### config.mk
export PLATFORM = sky130hd
export DESIGN_NAME = gpcn_top
export DESIGN_NICKNAME = d
export VERILOG_FILES = /design/src/hw/gpcn_pkg.sv /design/src/hw/gpcn_sync_if.sv /design/src/hw/gpcn_sync.sv /design/src/hw/gpcn_top.sv
export SDC_FILE = /design/constraint.sdc
export NUM_CORES = 1
export LEC_CHECK = 0
export BUFFER_PORTS_ARGS = -buffer_cell sky130_fd_sc_hd__buf_2
export CAP_MARGIN = 5
export CORE_UTILIZATION = 25
export DETAILED_ROUTE_END_ITERATION = 12
export PLACE_DENSITY_LB_ADDON = 0.12
export SYNTH_ARGS = -nofsm -noshare
export SYNTH_HDL_FRONTEND = slang
export SYNTH_SLANG_ARGS = --single-unit
export TNS_END_PERCENT = 50
### constraint.sdc
create_clock -name clk_i -period 1.8 [get_ports clk_i]
set_input_delay 0.27 -clock clk_i [delete_from_list [all_inputs] [get_ports clk_i]]
set_output_delay 0.27 -clock clk_i [all_outputs]
set_load 0.05 [all_outputs]
### src/hw/gpcn_pkg.sv
package gpcn_pkg;
    // default port width
    localparam int GPCN_WIDTH = 16;
    localparam int GPCN_ADDR_W = 8;
    // register offsets, one 16-byte group each: base, clear, set, invert
    localparam logic [7:0] OFF_ANALOG_SELECT = 8'h00;
    localparam logic [7:0] OFF_PIN_DIRECTION = 8'h10;
    localparam logic [7:0] OFF_PIN_LEVEL = 8'h20;
    localparam logic [7:0] OFF_OUTPUT_LATCH = 8'h30;
    localparam logic [7:0] OFF_OPEN_DRAIN = 8'h40;
    localparam logic [7:0] OFF_PULLUP_EN = 8'h50;
    localparam logic [7:0] OFF_PULLDOWN_EN = 8'h60;
    localparam logic [7:0] OFF_CHANGE_CTRL = 8'h70;
    localparam logic [7:0] OFF_CHANGE_IRQ_EN = 8'h80;
    localparam logic [7:0] OFF_CHANGE_STATUS = 8'h90;
    localparam logic [7:0] OFF_REMAP_ENABLE = 8'hA0;
    // alias operation in address bits 3:2
    localparam logic [1:0] OP_WRITE = 2'h0;
    localparam logic [1:0] OP_CLEAR = 2'h1;
    localparam logic [1:0] OP_SET = 2'h2;
    localparam logic [1:0] OP_INVERT = 2'h3;
    // field positions
    localparam int CHANGE_CTRL_ON_BIT = 15;
    // values after reset, per bit
    localparam logic DIR_RST_BIT = 1'b1;
    localparam logic ANSEL_RST_BIT = 1'b1;
    localparam logic LATCH_RST_BIT = 1'b0;
    localparam logic CFG_RST_BIT = 1'b0;
    localparam logic REMAP_RST_BIT = 1'b0;
    localparam logic CHANGE_ON_RST = 1'b1;
    // cycles before change detection trusts the synchroniser after reset
    localparam logic [1:0] SYNC_PRIME_CYCLES = 2'h3;
    // axi answers
    localparam logic [1:0] AXI_RESP_OKAY = 2'h0;
    localparam logic [1:0] AXI_RESP_SLVERR = 2'h2;
endpackage : gpcn_pkg

### src/hw/gpcn_sync_if.sv
interface gpcn_sync_if #(
    parameter int W = 16
);
    logic [W-1:0] lvl;
    logic [W-1:0] chg;
    modport src (output lvl, output chg);
    modport dst (input lvl, input chg);
endinterface : gpcn_sync_if

### src/hw/gpcn_sync.sv
module gpcn_sync
    import gpcn_pkg::*;
#(
    parameter int W = GPCN_WIDTH
) (
    input wire logic clk_i,
    input wire logic rst_i,
    input wire logic [W-1:0] pins_i,
    gpcn_sync_if.src sync
);
    logic [W-1:0] s1_r;
    logic [W-1:0] s2_r;
    logic [W-1:0] s3_r;
    logic [1:0] prime_r;
    logic [1:0] prime_nxt;

    always_comb begin
        prime_nxt = (prime_r == SYNC_PRIME_CYCLES) ? prime_r : prime_r + 2'h1;
    end

    always_ff @(posedge clk_i) begin
        if (rst_i) begin
            s1_r <= '0;
            s2_r <= '0;
            s3_r <= '0;
            prime_r <= '0;
        end else begin
            s1_r <= pins_i;
            s2_r <= s1_r;
            s3_r <= s2_r;
            prime_r <= prime_nxt;
        end
    end

    // no clock gating here: detection keeps running while the core sleeps
    assign sync.lvl = s2_r;
    // masked until the chain holds real samples, avoids a false edge at reset
    assign sync.chg = (prime_r == SYNC_PRIME_CYCLES) ? (s2_r ^ s3_r) : '0;
endmodule : gpcn_sync

### src/hw/gpcn_top.sv
// Functional notes
// [RULE1] direction bit 1 input, 0 driven output
// [RULE2] reset makes every pin an input
// [RULE3] latch register reads and writes the latch
// [RULE4] level register reads pins, writes latch
// [RULE5] open-drain pins drive low only
// [RULE6] analog select resets to all ones
// [RULE7] software sets analog and direction for analog
// [RULE8] analog input pins read as zero
// [RULE9] output with analog select still drives digitally
// [RULE10] software waits one cycle before port readback
// [RULE11] enabled pin change raises interrupt request
// [RULE12] change detection runs during sleep
// [RULE13] change status since last level read
// [RULE14] separate weak pull-up and pull-down enables
// [RULE15] software disables pulls on digital outputs
// [RULE16] clear/set/invert alias touches only one bits
// [RULE17] alias reads undefined, result in base
// [RULE18] remapped peripheral has no default pin
// [RULE19] active remapped peripheral overrides digital functions
// [RULE20] remapped peripheral never overrides analog
// [RULE21] one request while status and enable set
module gpcn_top
    import gpcn_pkg::*;
#(
    parameter int W = GPCN_WIDTH
) (
    input wire logic clk_i,
    input wire logic rst_i,
    input wire logic [GPCN_ADDR_W-1:0] s_axi_awaddr_i,
    input wire logic s_axi_awvalid_i,
    output logic s_axi_awready_o,
    input wire logic [31:0] s_axi_wdata_i,
    input wire logic [3:0] s_axi_wstrb_i,
    input wire logic s_axi_wvalid_i,
    output logic s_axi_wready_o,
    output logic [1:0] s_axi_bresp_o,
    output logic s_axi_bvalid_o,
    input wire logic s_axi_bready_i,
    input wire logic [GPCN_ADDR_W-1:0] s_axi_araddr_i,
    input wire logic s_axi_arvalid_i,
    output logic s_axi_arready_o,
    output logic [31:0] s_axi_rdata_o,
    output logic [1:0] s_axi_rresp_o,
    output logic s_axi_rvalid_o,
    input wire logic s_axi_rready_i,
    input wire logic [W-1:0] pin_in_i,
    output logic [W-1:0] pin_out_o,
    output logic [W-1:0] pin_oe_n_o,
    output logic [W-1:0] weak_pullup_en_o,
    output logic [W-1:0] weak_pulldown_en_o,
    input wire logic [W-1:0] remap_active_i,
    input wire logic [W-1:0] remap_out_i,
    input wire logic [W-1:0] remap_drive_i,
    output logic change_irq_o
);
    gpcn_sync_if #(.W(W)) sync ();
    gpcn_sync #(.W(W)) u_sync (
        .clk_i(clk_i),
        .rst_i(rst_i),
        .pins_i(pin_in_i),
        .sync(sync.src)
    );
    function automatic logic [W-1:0] apply_op(input logic [W-1:0] old, input logic [1:0] op,
                                              input logic [W-1:0] val, input logic [W-1:0] m);
        logic [W-1:0] v;
        v = val & m;
        case (op)
            OP_CLEAR: apply_op = old & ~v;
            OP_SET: apply_op = old | v;
            OP_INVERT: apply_op = old ^ v;
            default: apply_op = (old & ~m) | v;
        endcase
    endfunction : apply_op
    // register file state
    logic [W-1:0] ansel_r, ansel_nxt, dir_r, dir_nxt, lat_r, lat_nxt, odc_r, odc_nxt;
    logic [W-1:0] pu_r, pu_nxt, pd_r, pd_nxt, cnen_r, cnen_nxt, cnstat_r, cnstat_nxt;
    logic [W-1:0] remap_en_r, remap_en_nxt;
    logic cn_on_r, cn_on_nxt;
    // bus state
    logic aw_have_r, aw_have_nxt, w_have_r, w_have_nxt;
    logic [GPCN_ADDR_W-1:0] aw_addr_r, aw_addr_nxt;
    logic [W-1:0] wdata_r, wdata_nxt, wmask_r, wmask_nxt;
    logic awready_r, awready_nxt, wready_r, wready_nxt, bvalid_r, bvalid_nxt;
    logic [1:0] bresp_r, bresp_nxt, rresp_r, rresp_nxt;
    logic arready_r, arready_nxt, rvalid_r, rvalid_nxt;
    logic [31:0] rdata_r, rdata_nxt;
    // pin state
    logic [W-1:0] pin_out_r, pin_out_nxt, oe_n_r, oe_n_nxt, gpio_oe_n, remap_use;
    logic irq_r, irq_nxt;
    logic aw_take, w_take, ar_take, wr_fire, wr_known, rd_known;
    logic [1:0] wr_op, rd_op;
    logic [W-1:0] pin_level, ana_in, wval, cl_val;
    logic [7:0] wr_base, rd_base;
    assign aw_take = s_axi_awvalid_i & awready_r;
    assign w_take = s_axi_wvalid_i & wready_r;
    assign ar_take = s_axi_arvalid_i & arready_r;
    assign wr_fire = aw_have_r & w_have_r & ~bvalid_r;
    assign wr_op = aw_addr_r[3:2];
    assign wr_base = {aw_addr_r[7:4], 4'h0};
    assign rd_op = s_axi_araddr_i[3:2];
    assign rd_base = {s_axi_araddr_i[7:4], 4'h0};
    assign wval = wdata_r;
    assign wr_known = (wr_base <= OFF_REMAP_ENABLE) && (aw_addr_r[1:0] == 2'h0);
    assign rd_known = (rd_base <= OFF_REMAP_ENABLE) && (s_axi_araddr_i[1:0] == 2'h0);
    // [RULE8] analog inputs read low
    assign ana_in = ansel_r & dir_r;
    // [RULE4] pins seen through the two-stage synchroniser
    assign pin_level = sync.lvl & ~ana_in;

    // bus handshake: one write and one read in flight
    always_comb begin
        aw_have_nxt = (aw_have_r | aw_take) & ~wr_fire;
        w_have_nxt = (w_have_r | w_take) & ~wr_fire;
        aw_addr_nxt = aw_take ? s_axi_awaddr_i : aw_addr_r;
        wdata_nxt = w_take ? s_axi_wdata_i[W-1:0] : wdata_r;
        wmask_nxt = wmask_r;
        if (w_take) begin
            for (int i = 0; i < W; i++) begin
                wmask_nxt[i] = s_axi_wstrb_i[i/8];
            end
        end
        awready_nxt = ~aw_have_nxt;
        wready_nxt = ~w_have_nxt;
        bvalid_nxt = wr_fire | (bvalid_r & ~s_axi_bready_i);
        bresp_nxt = wr_fire ? (wr_known ? AXI_RESP_OKAY : AXI_RESP_SLVERR) : bresp_r;
        rvalid_nxt = ar_take | (rvalid_r & ~s_axi_rready_i);
        arready_nxt = ~rvalid_nxt;
        rresp_nxt = ar_take ? (rd_known ? AXI_RESP_OKAY : AXI_RESP_SLVERR) : rresp_r;
        rdata_nxt = rdata_r;
        if (ar_take) begin
            rdata_nxt = '0;
            // [RULE17] alias addresses read as zero
            if (rd_op == OP_WRITE && rd_known) begin
                case (rd_base)
                    OFF_ANALOG_SELECT: rdata_nxt[W-1:0] = ansel_r;
                    OFF_PIN_DIRECTION: rdata_nxt[W-1:0] = dir_r;
                    OFF_PIN_LEVEL: rdata_nxt[W-1:0] = pin_level;
                    // [RULE3] latch reads the latch
                    OFF_OUTPUT_LATCH: rdata_nxt[W-1:0] = lat_r;
                    OFF_OPEN_DRAIN: rdata_nxt[W-1:0] = odc_r;
                    OFF_PULLUP_EN: rdata_nxt[W-1:0] = pu_r;
                    OFF_PULLDOWN_EN: rdata_nxt[W-1:0] = pd_r;
                    OFF_CHANGE_CTRL: rdata_nxt[CHANGE_CTRL_ON_BIT] = cn_on_r;
                    OFF_CHANGE_IRQ_EN: rdata_nxt[W-1:0] = cnen_r;
                    OFF_CHANGE_STATUS: rdata_nxt[W-1:0] = cnstat_r;
                    OFF_REMAP_ENABLE: rdata_nxt[W-1:0] = remap_en_r;
                    default: rdata_nxt = '0;
                endcase
            end
        end
    end
    // register writes
    always_comb begin
        ansel_nxt = ansel_r;
        dir_nxt = dir_r;
        lat_nxt = lat_r;
        odc_nxt = odc_r;
        pu_nxt = pu_r;
        pd_nxt = pd_r;
        cnen_nxt = cnen_r;
        cn_on_nxt = cn_on_r;
        remap_en_nxt = remap_en_r;
        cl_val = '0;
        if (wr_fire && wr_known) begin
            // [RULE16] alias ops modify only bits written as one
            case (wr_base)
                OFF_ANALOG_SELECT: ansel_nxt = apply_op(ansel_r, wr_op, wval, wmask_r);
                // [RULE1] direction bit written by software
                OFF_PIN_DIRECTION: dir_nxt = apply_op(dir_r, wr_op, wval, wmask_r);
                // [RULE4] level register writes land in the latch
                OFF_PIN_LEVEL: lat_nxt = apply_op(lat_r, wr_op, wval, wmask_r);
                // [RULE3] latch write
                OFF_OUTPUT_LATCH: lat_nxt = apply_op(lat_r, wr_op, wval, wmask_r);
                OFF_OPEN_DRAIN: odc_nxt = apply_op(odc_r, wr_op, wval, wmask_r);
                // [RULE14] independent pull enables
                OFF_PULLUP_EN: pu_nxt = apply_op(pu_r, wr_op, wval, wmask_r);
                OFF_PULLDOWN_EN: pd_nxt = apply_op(pd_r, wr_op, wval, wmask_r);
                OFF_CHANGE_CTRL: begin
                    cl_val[CHANGE_CTRL_ON_BIT] = cn_on_r;
                    cl_val = apply_op(cl_val, wr_op, wval, wmask_r);
                    cn_on_nxt = cl_val[CHANGE_CTRL_ON_BIT];
                end
                OFF_CHANGE_IRQ_EN: cnen_nxt = apply_op(cnen_r, wr_op, wval, wmask_r);
                OFF_REMAP_ENABLE: remap_en_nxt = apply_op(remap_en_r, wr_op, wval, wmask_r);
                default: cl_val = '0;
            endcase
        end
    end
    // change notification
    always_comb begin
        // [RULE13] set on change, cleared by a level-register read, set wins
        cnstat_nxt = cnstat_r;
        if (ar_take && rd_known && rd_base == OFF_PIN_LEVEL && rd_op == OP_WRITE) begin
            cnstat_nxt = '0;
        end
        // [RULE11] [RULE12] enabled change, gated only by the on bit, never by sleep
        cnstat_nxt = cnstat_nxt | (sync.chg & cnen_r & {W{cn_on_r}});
        // [RULE21] one request from any flagged and enabled pin
        irq_nxt = |(cnstat_r & cnen_r);
    end
    // pin drivers
    always_comb begin
        // [RULE19] [RULE20] remap wins, never over analog
        remap_use = remap_en_r & remap_active_i & ~ansel_r;
        // [RULE9] analog select does not stop digital drive
        gpio_oe_n = dir_r;
        pin_out_nxt = (remap_use & remap_out_i) | (~remap_use & lat_r);
        // [RULE1] drive when direction bit is zero
        oe_n_nxt = (remap_use & ~remap_drive_i) | (~remap_use & gpio_oe_n);
        // [RULE5] open drain releases instead of driving high
        oe_n_nxt = oe_n_nxt | (odc_r & pin_out_nxt);
    end

    always_ff @(posedge clk_i) begin
        if (rst_i) begin
            // [RULE2] all pins inputs
            dir_r <= {W{DIR_RST_BIT}};
            // [RULE6] analog mode by default
            ansel_r <= {W{ANSEL_RST_BIT}};
            lat_r <= {W{LATCH_RST_BIT}};
            odc_r <= {W{CFG_RST_BIT}};
            pu_r <= {W{CFG_RST_BIT}};
            pd_r <= {W{CFG_RST_BIT}};
            cnen_r <= {W{CFG_RST_BIT}};
            cnstat_r <= {W{CFG_RST_BIT}};
            // [RULE18] remap starts disconnected
            remap_en_r <= {W{REMAP_RST_BIT}};
            cn_on_r <= CHANGE_ON_RST;
            aw_have_r <= 1'b0;
            w_have_r <= 1'b0;
            aw_addr_r <= '0;
            wdata_r <= '0;
            wmask_r <= '0;
            awready_r <= 1'b0;
            wready_r <= 1'b0;
            bvalid_r <= 1'b0;
            bresp_r <= AXI_RESP_OKAY;
            arready_r <= 1'b0;
            rvalid_r <= 1'b0;
            rresp_r <= AXI_RESP_OKAY;
            rdata_r <= '0;
            pin_out_r <= '0;
            oe_n_r <= '1;
            irq_r <= 1'b0;
        end else begin
            dir_r <= dir_nxt;
            ansel_r <= ansel_nxt;
            lat_r <= lat_nxt;
            odc_r <= odc_nxt;
            pu_r <= pu_nxt;
            pd_r <= pd_nxt;
            cnen_r <= cnen_nxt;
            cnstat_r <= cnstat_nxt;
            remap_en_r <= remap_en_nxt;
            cn_on_r <= cn_on_nxt;
            aw_have_r <= aw_have_nxt;
            w_have_r <= w_have_nxt;
            aw_addr_r <= aw_addr_nxt;
            wdata_r <= wdata_nxt;
            wmask_r <= wmask_nxt;
            awready_r <= awready_nxt;
            wready_r <= wready_nxt;
            bvalid_r <= bvalid_nxt;
            bresp_r <= bresp_nxt;
            arready_r <= arready_nxt;
            rvalid_r <= rvalid_nxt;
            rresp_r <= rresp_nxt;
            rdata_r <= rdata_nxt;
            pin_out_r <= pin_out_nxt;
            oe_n_r <= oe_n_nxt;
            irq_r <= irq_nxt;
        end
    end

    assign s_axi_awready_o = awready_r;
    assign s_axi_wready_o = wready_r;
    assign s_axi_bvalid_o = bvalid_r;
    assign s_axi_bresp_o = bresp_r;
    assign s_axi_arready_o = arready_r;
    assign s_axi_rvalid_o = rvalid_r;
    assign s_axi_rresp_o = rresp_r;
    assign s_axi_rdata_o = rdata_r;
    assign pin_out_o = pin_out_r;
    assign pin_oe_n_o = oe_n_r;
    assign weak_pullup_en_o = pu_r;
    assign weak_pulldown_en_o = pd_r;
    assign change_irq_o = irq_r;
    // checks; helper flags only the assertions and covers read
    logic rd_port_r;
    always_ff @(posedge clk_i) begin
        if (rst_i) begin
            rd_port_r <= 1'b0;
        end else if (ar_take) begin
            rd_port_r <= (rd_base == OFF_PIN_LEVEL) && (rd_op == OP_WRITE);
        end
    end
endmodule : gpcn_top

==> impl_metrics.env <==
export IMPL_status="complete, no violations"
export IMPL_drive_gt1_share_pct=21.9
export IMPL_routed_top_layer="met4"
export IMPL_clock_path_buffers=3
export IMPL_track_usage_pct=21.2
export IMPL_max_freq_mhz=567
export IMPL_seq_power_share_pct=42.7
export IMPL_routed_wl_met2_mm=30.5
export IMPL_fin_util_pct=33.6
export IMPL_slew_headroom_pct=50.2
export IMPL_p_clk_share_pct=45.8
export IMPL_p_leak_nw=8.21
export IMPL_cp_arrival_ps=2200
export IMPL_pin_count=229
export IMPL_ys_warn_count=0
export IMPL_grt_start_max_net_pins=122
export IMPL_row_count=89
export IMPL_grt_pass1_vias=14300
export IMPL_cell_internal_pwr_w=0.0109
export IMPL_async_flop_share_pct=0
export IMPL_synth_top_family_by_area="compound AO/OA/AOI/OAI gates"
export IMPL_cp_cell_sequence="and3b_2 > buf_6 > nand2_8 > nor3_4 > nand2_1 > buf_6 > a221o_1"
export IMPL_wl_mm=65.2
export IMPL_setup_viol=0
export IMPL_io_buffers=192
export IMPL_synth_area_per_cell_um2=8.52
export IMPL_fin_nets=2358
export IMPL_ant_nets=0
export IMPL_dp_slack_ps=-181
export IMPL_setup_ws_ps=36.8
export IMPL_clkTransAtPathRegs_ps=60
export IMPL_synthSimpleGateAreaFrac_pct=16.8
export IMPL_post_synth_mux_area_share_pct=2.66
export IMPL_critPathBufInv=2
export IMPL_cts_max_level=2
export IMPL_drt_met1_wl_mm=30.3
export IMPL_grt_ovfl_total=0
export IMPL_die_width_um=246
export IMPL_yosysSeqAreaShare_pct=37.4
export IMPL_core_um2=59000
export IMPL_path_class="reg -> reg"
export IMPL_post_route_period_util_pct=98.0
export IMPL_slew_viol_final=0
export IMPL_firstDrtPassIters=5
export IMPL_syn_to_final_growth_pct=32.8
export IMPL_wl_per_cell_um=22.5
export IMPL_initial_core_util_pct=25.3
export IMPL_period_minus_slack_ps=1760
export IMPL_clk_latency_ps=560
export IMPL_synth_edf_count=0
export IMPL_worstMarginPinSlew_ps=747
export IMPL_end_kind="flop"
export IMPL_n_antenna_cell=0
export IMPL_swShare_pct=26.8
export IMPL_cp_common_cell="buf_6"
export IMPL_antenna_found_initial=2
export IMPL_vias=14800
export IMPL_yosysUniqueCellTypes=59
export IMPL_synth_area_um2=14900
export IMPL_dieArea_um2=60700
export IMPL_finClkSkew_ps=34.3
export IMPL_maxCapViolCount=0
export IMPL_peakVddDrop_uv=561
export IMPL_hold_viol_final=0
export IMPL_synth_main_ff_cell="dfxtp_1"
export IMPL_dpl_instance_area_um2=17900
export IMPL_final_cell_area_um2=19800
export IMPL_critPathRequiredTime_ps=2240
export IMPL_hpwl_mm=49.4
export IMPL_switchingPower_w=0.00399
export IMPL_power_w=0.0149
export IMPL_gp_congestion=0.889
export IMPL_rsz0062_at_grt="yes"
export IMPL_numCtsBuffers=35
export IMPL_syn_inst=1751
export IMPL_hp_class="in -> reg"
export IMPL_initialDrtViolationCount=1085
export IMPL_final_cell_mix="dfxtp_1, a21oi_1, nand2_1"
export IMPL_layout_commonest_cell="dfxtp_1"
export IMPL_worst_path_max_fanout=8
export IMPL_critical_path_slowest_cell="a221o_1"
export IMPL_critPathLaunchType="flop"
export IMPL_die_y_um=246
export IMPL_critical_path_top_delay_family="simple AND/OR/NAND/NOR gates"
export IMPL_viasPerCell=5.10
export IMPL_cts_tree="yes"
export IMPL_synth_xor_area_share_pct=0.998
export IMPL_power_density_nw_per_um2=750
export IMPL_setup_tns_ps=0
export IMPL_synth_seq_cells=279
export IMPL_combPwrFrac_pct=11.5
export IMPL_clock_sinks=279
export IMPL_synth_compound_area_share_pct=26.8
export IMPL_drc=0
export IMPL_cts_root_buf="clkbuf_16"
export IMPL_synthAdderAreaFrac_pct=10.9
export IMPL_max_stage_delay_ps=340
export IMPL_dr_wl_met3_mm=2.76
export IMPL_grt_pass1_wl_mm=95.4
[per-stage QoR]
stage	hold slack, ps	std cells
global placement	424	2770
CTS	0.271	2895
floorplan	398	1768
detailed placement	426	2770
finish	6.21	2899
global route	21.6	2899
[final timing paths]
check                      start  slack (ps)            endpoint  cells after the start
setup reg to reg  s_axi_bvalid_o          40            dir_r[7]                      7
hold / removal    s_axi_bready_i           6      s_axi_bvalid_o                      3
hold reg to reg   u_sync.s1_r[1]         430  u_sync.sync.lvl[1]                      1
setup / recovery  s_axi_bvalid_o          40            dir_r[7]                      7
[worst reg2reg max path: cells and delay by family, from the launching register on]
kind / cells / cell delay, ps
buffers and inverters: 2 / 300
AND/OR/NAND/NOR: 4 / 670
AO/OA/AOI/OAI: 1 / 340
flip-flops: 1 / 330
[cell type report]
type                       instances  area, um2
fill                            6231      39200
sequential                       279       5600
multi-input combinational       1343       8860
clock buffer                      50        982
clock inverter                     8       72.6
tap                              773        967
inverter                           5       18.8
timing repair buffer             441       3320
[kinds of logic (layout without fill, tap and decap cells)]
logic type,Yosys count,after routing
AO/OA/AOI/OAI,608,608
XOR/XNOR,17,17
adder cells (fa/ha/maj),130,130
buffers and inverters,146,504
flip-flops,279,279
multiplexers,39,39
other,1,18
AND/OR/NAND/NOR,531,531
[synth_stat cells, types with 25 or more instances]
master / number / area share, %
o2bb2ai_1: 47 / 2.8
a21oi_1: 247 / 8.3
nor2b_1: 62 / 2.6
a32oi_1: 31 / 1.8
nand2_1: 204 / 5.1
a221o_1: 33 / 2.2
mux2i_1: 34 / 2.3
nor2_1: 144 / 3.6
ha_1: 130 / 11
clkbuf_1: 79 / 2.0
a22o_1: 40 / 2.3
a22oi_1: 34 / 1.7
o21ai_0: 91 / 3.1
buf_2: 25 / 0.84
dfxtp_1: 279 / 37
[per-layer routing]
layer | GRT usage (%) | vias to the layer above
met4 | 6.10 | 0
met2 | 35.4 | 454
met3 | 2.22 | 86
li1 | - | 7147
met5 | 0 | -
met1 | 28.7 | 7107
[timing repair]
item,4_1_cts,5_1_grt
endpoints found under the hold margin,66,0
buffers inserted,1,3
hold buffers,66,0
pin swaps,1,12
setup endpoints to repair,100,95
cloned,0,1
resized for setup,12,30
[power by group through the flow]
stage	Combinational (W)	Sequential (W)	Clock [W]
6_report	0.00171	0.00635	0.00681
5_1_grt	0.00186	0.00636	0.00723
4_1_cts	0.00169	0.00635	0.00701
3_5_place_dp	0.00157	0.00648	0
3_3_place_gp	0.00155	0.00648	0
2_1_floorplan	0.000886	0.00649	0
No activity file was read; power rests on OpenSTA's default activity.
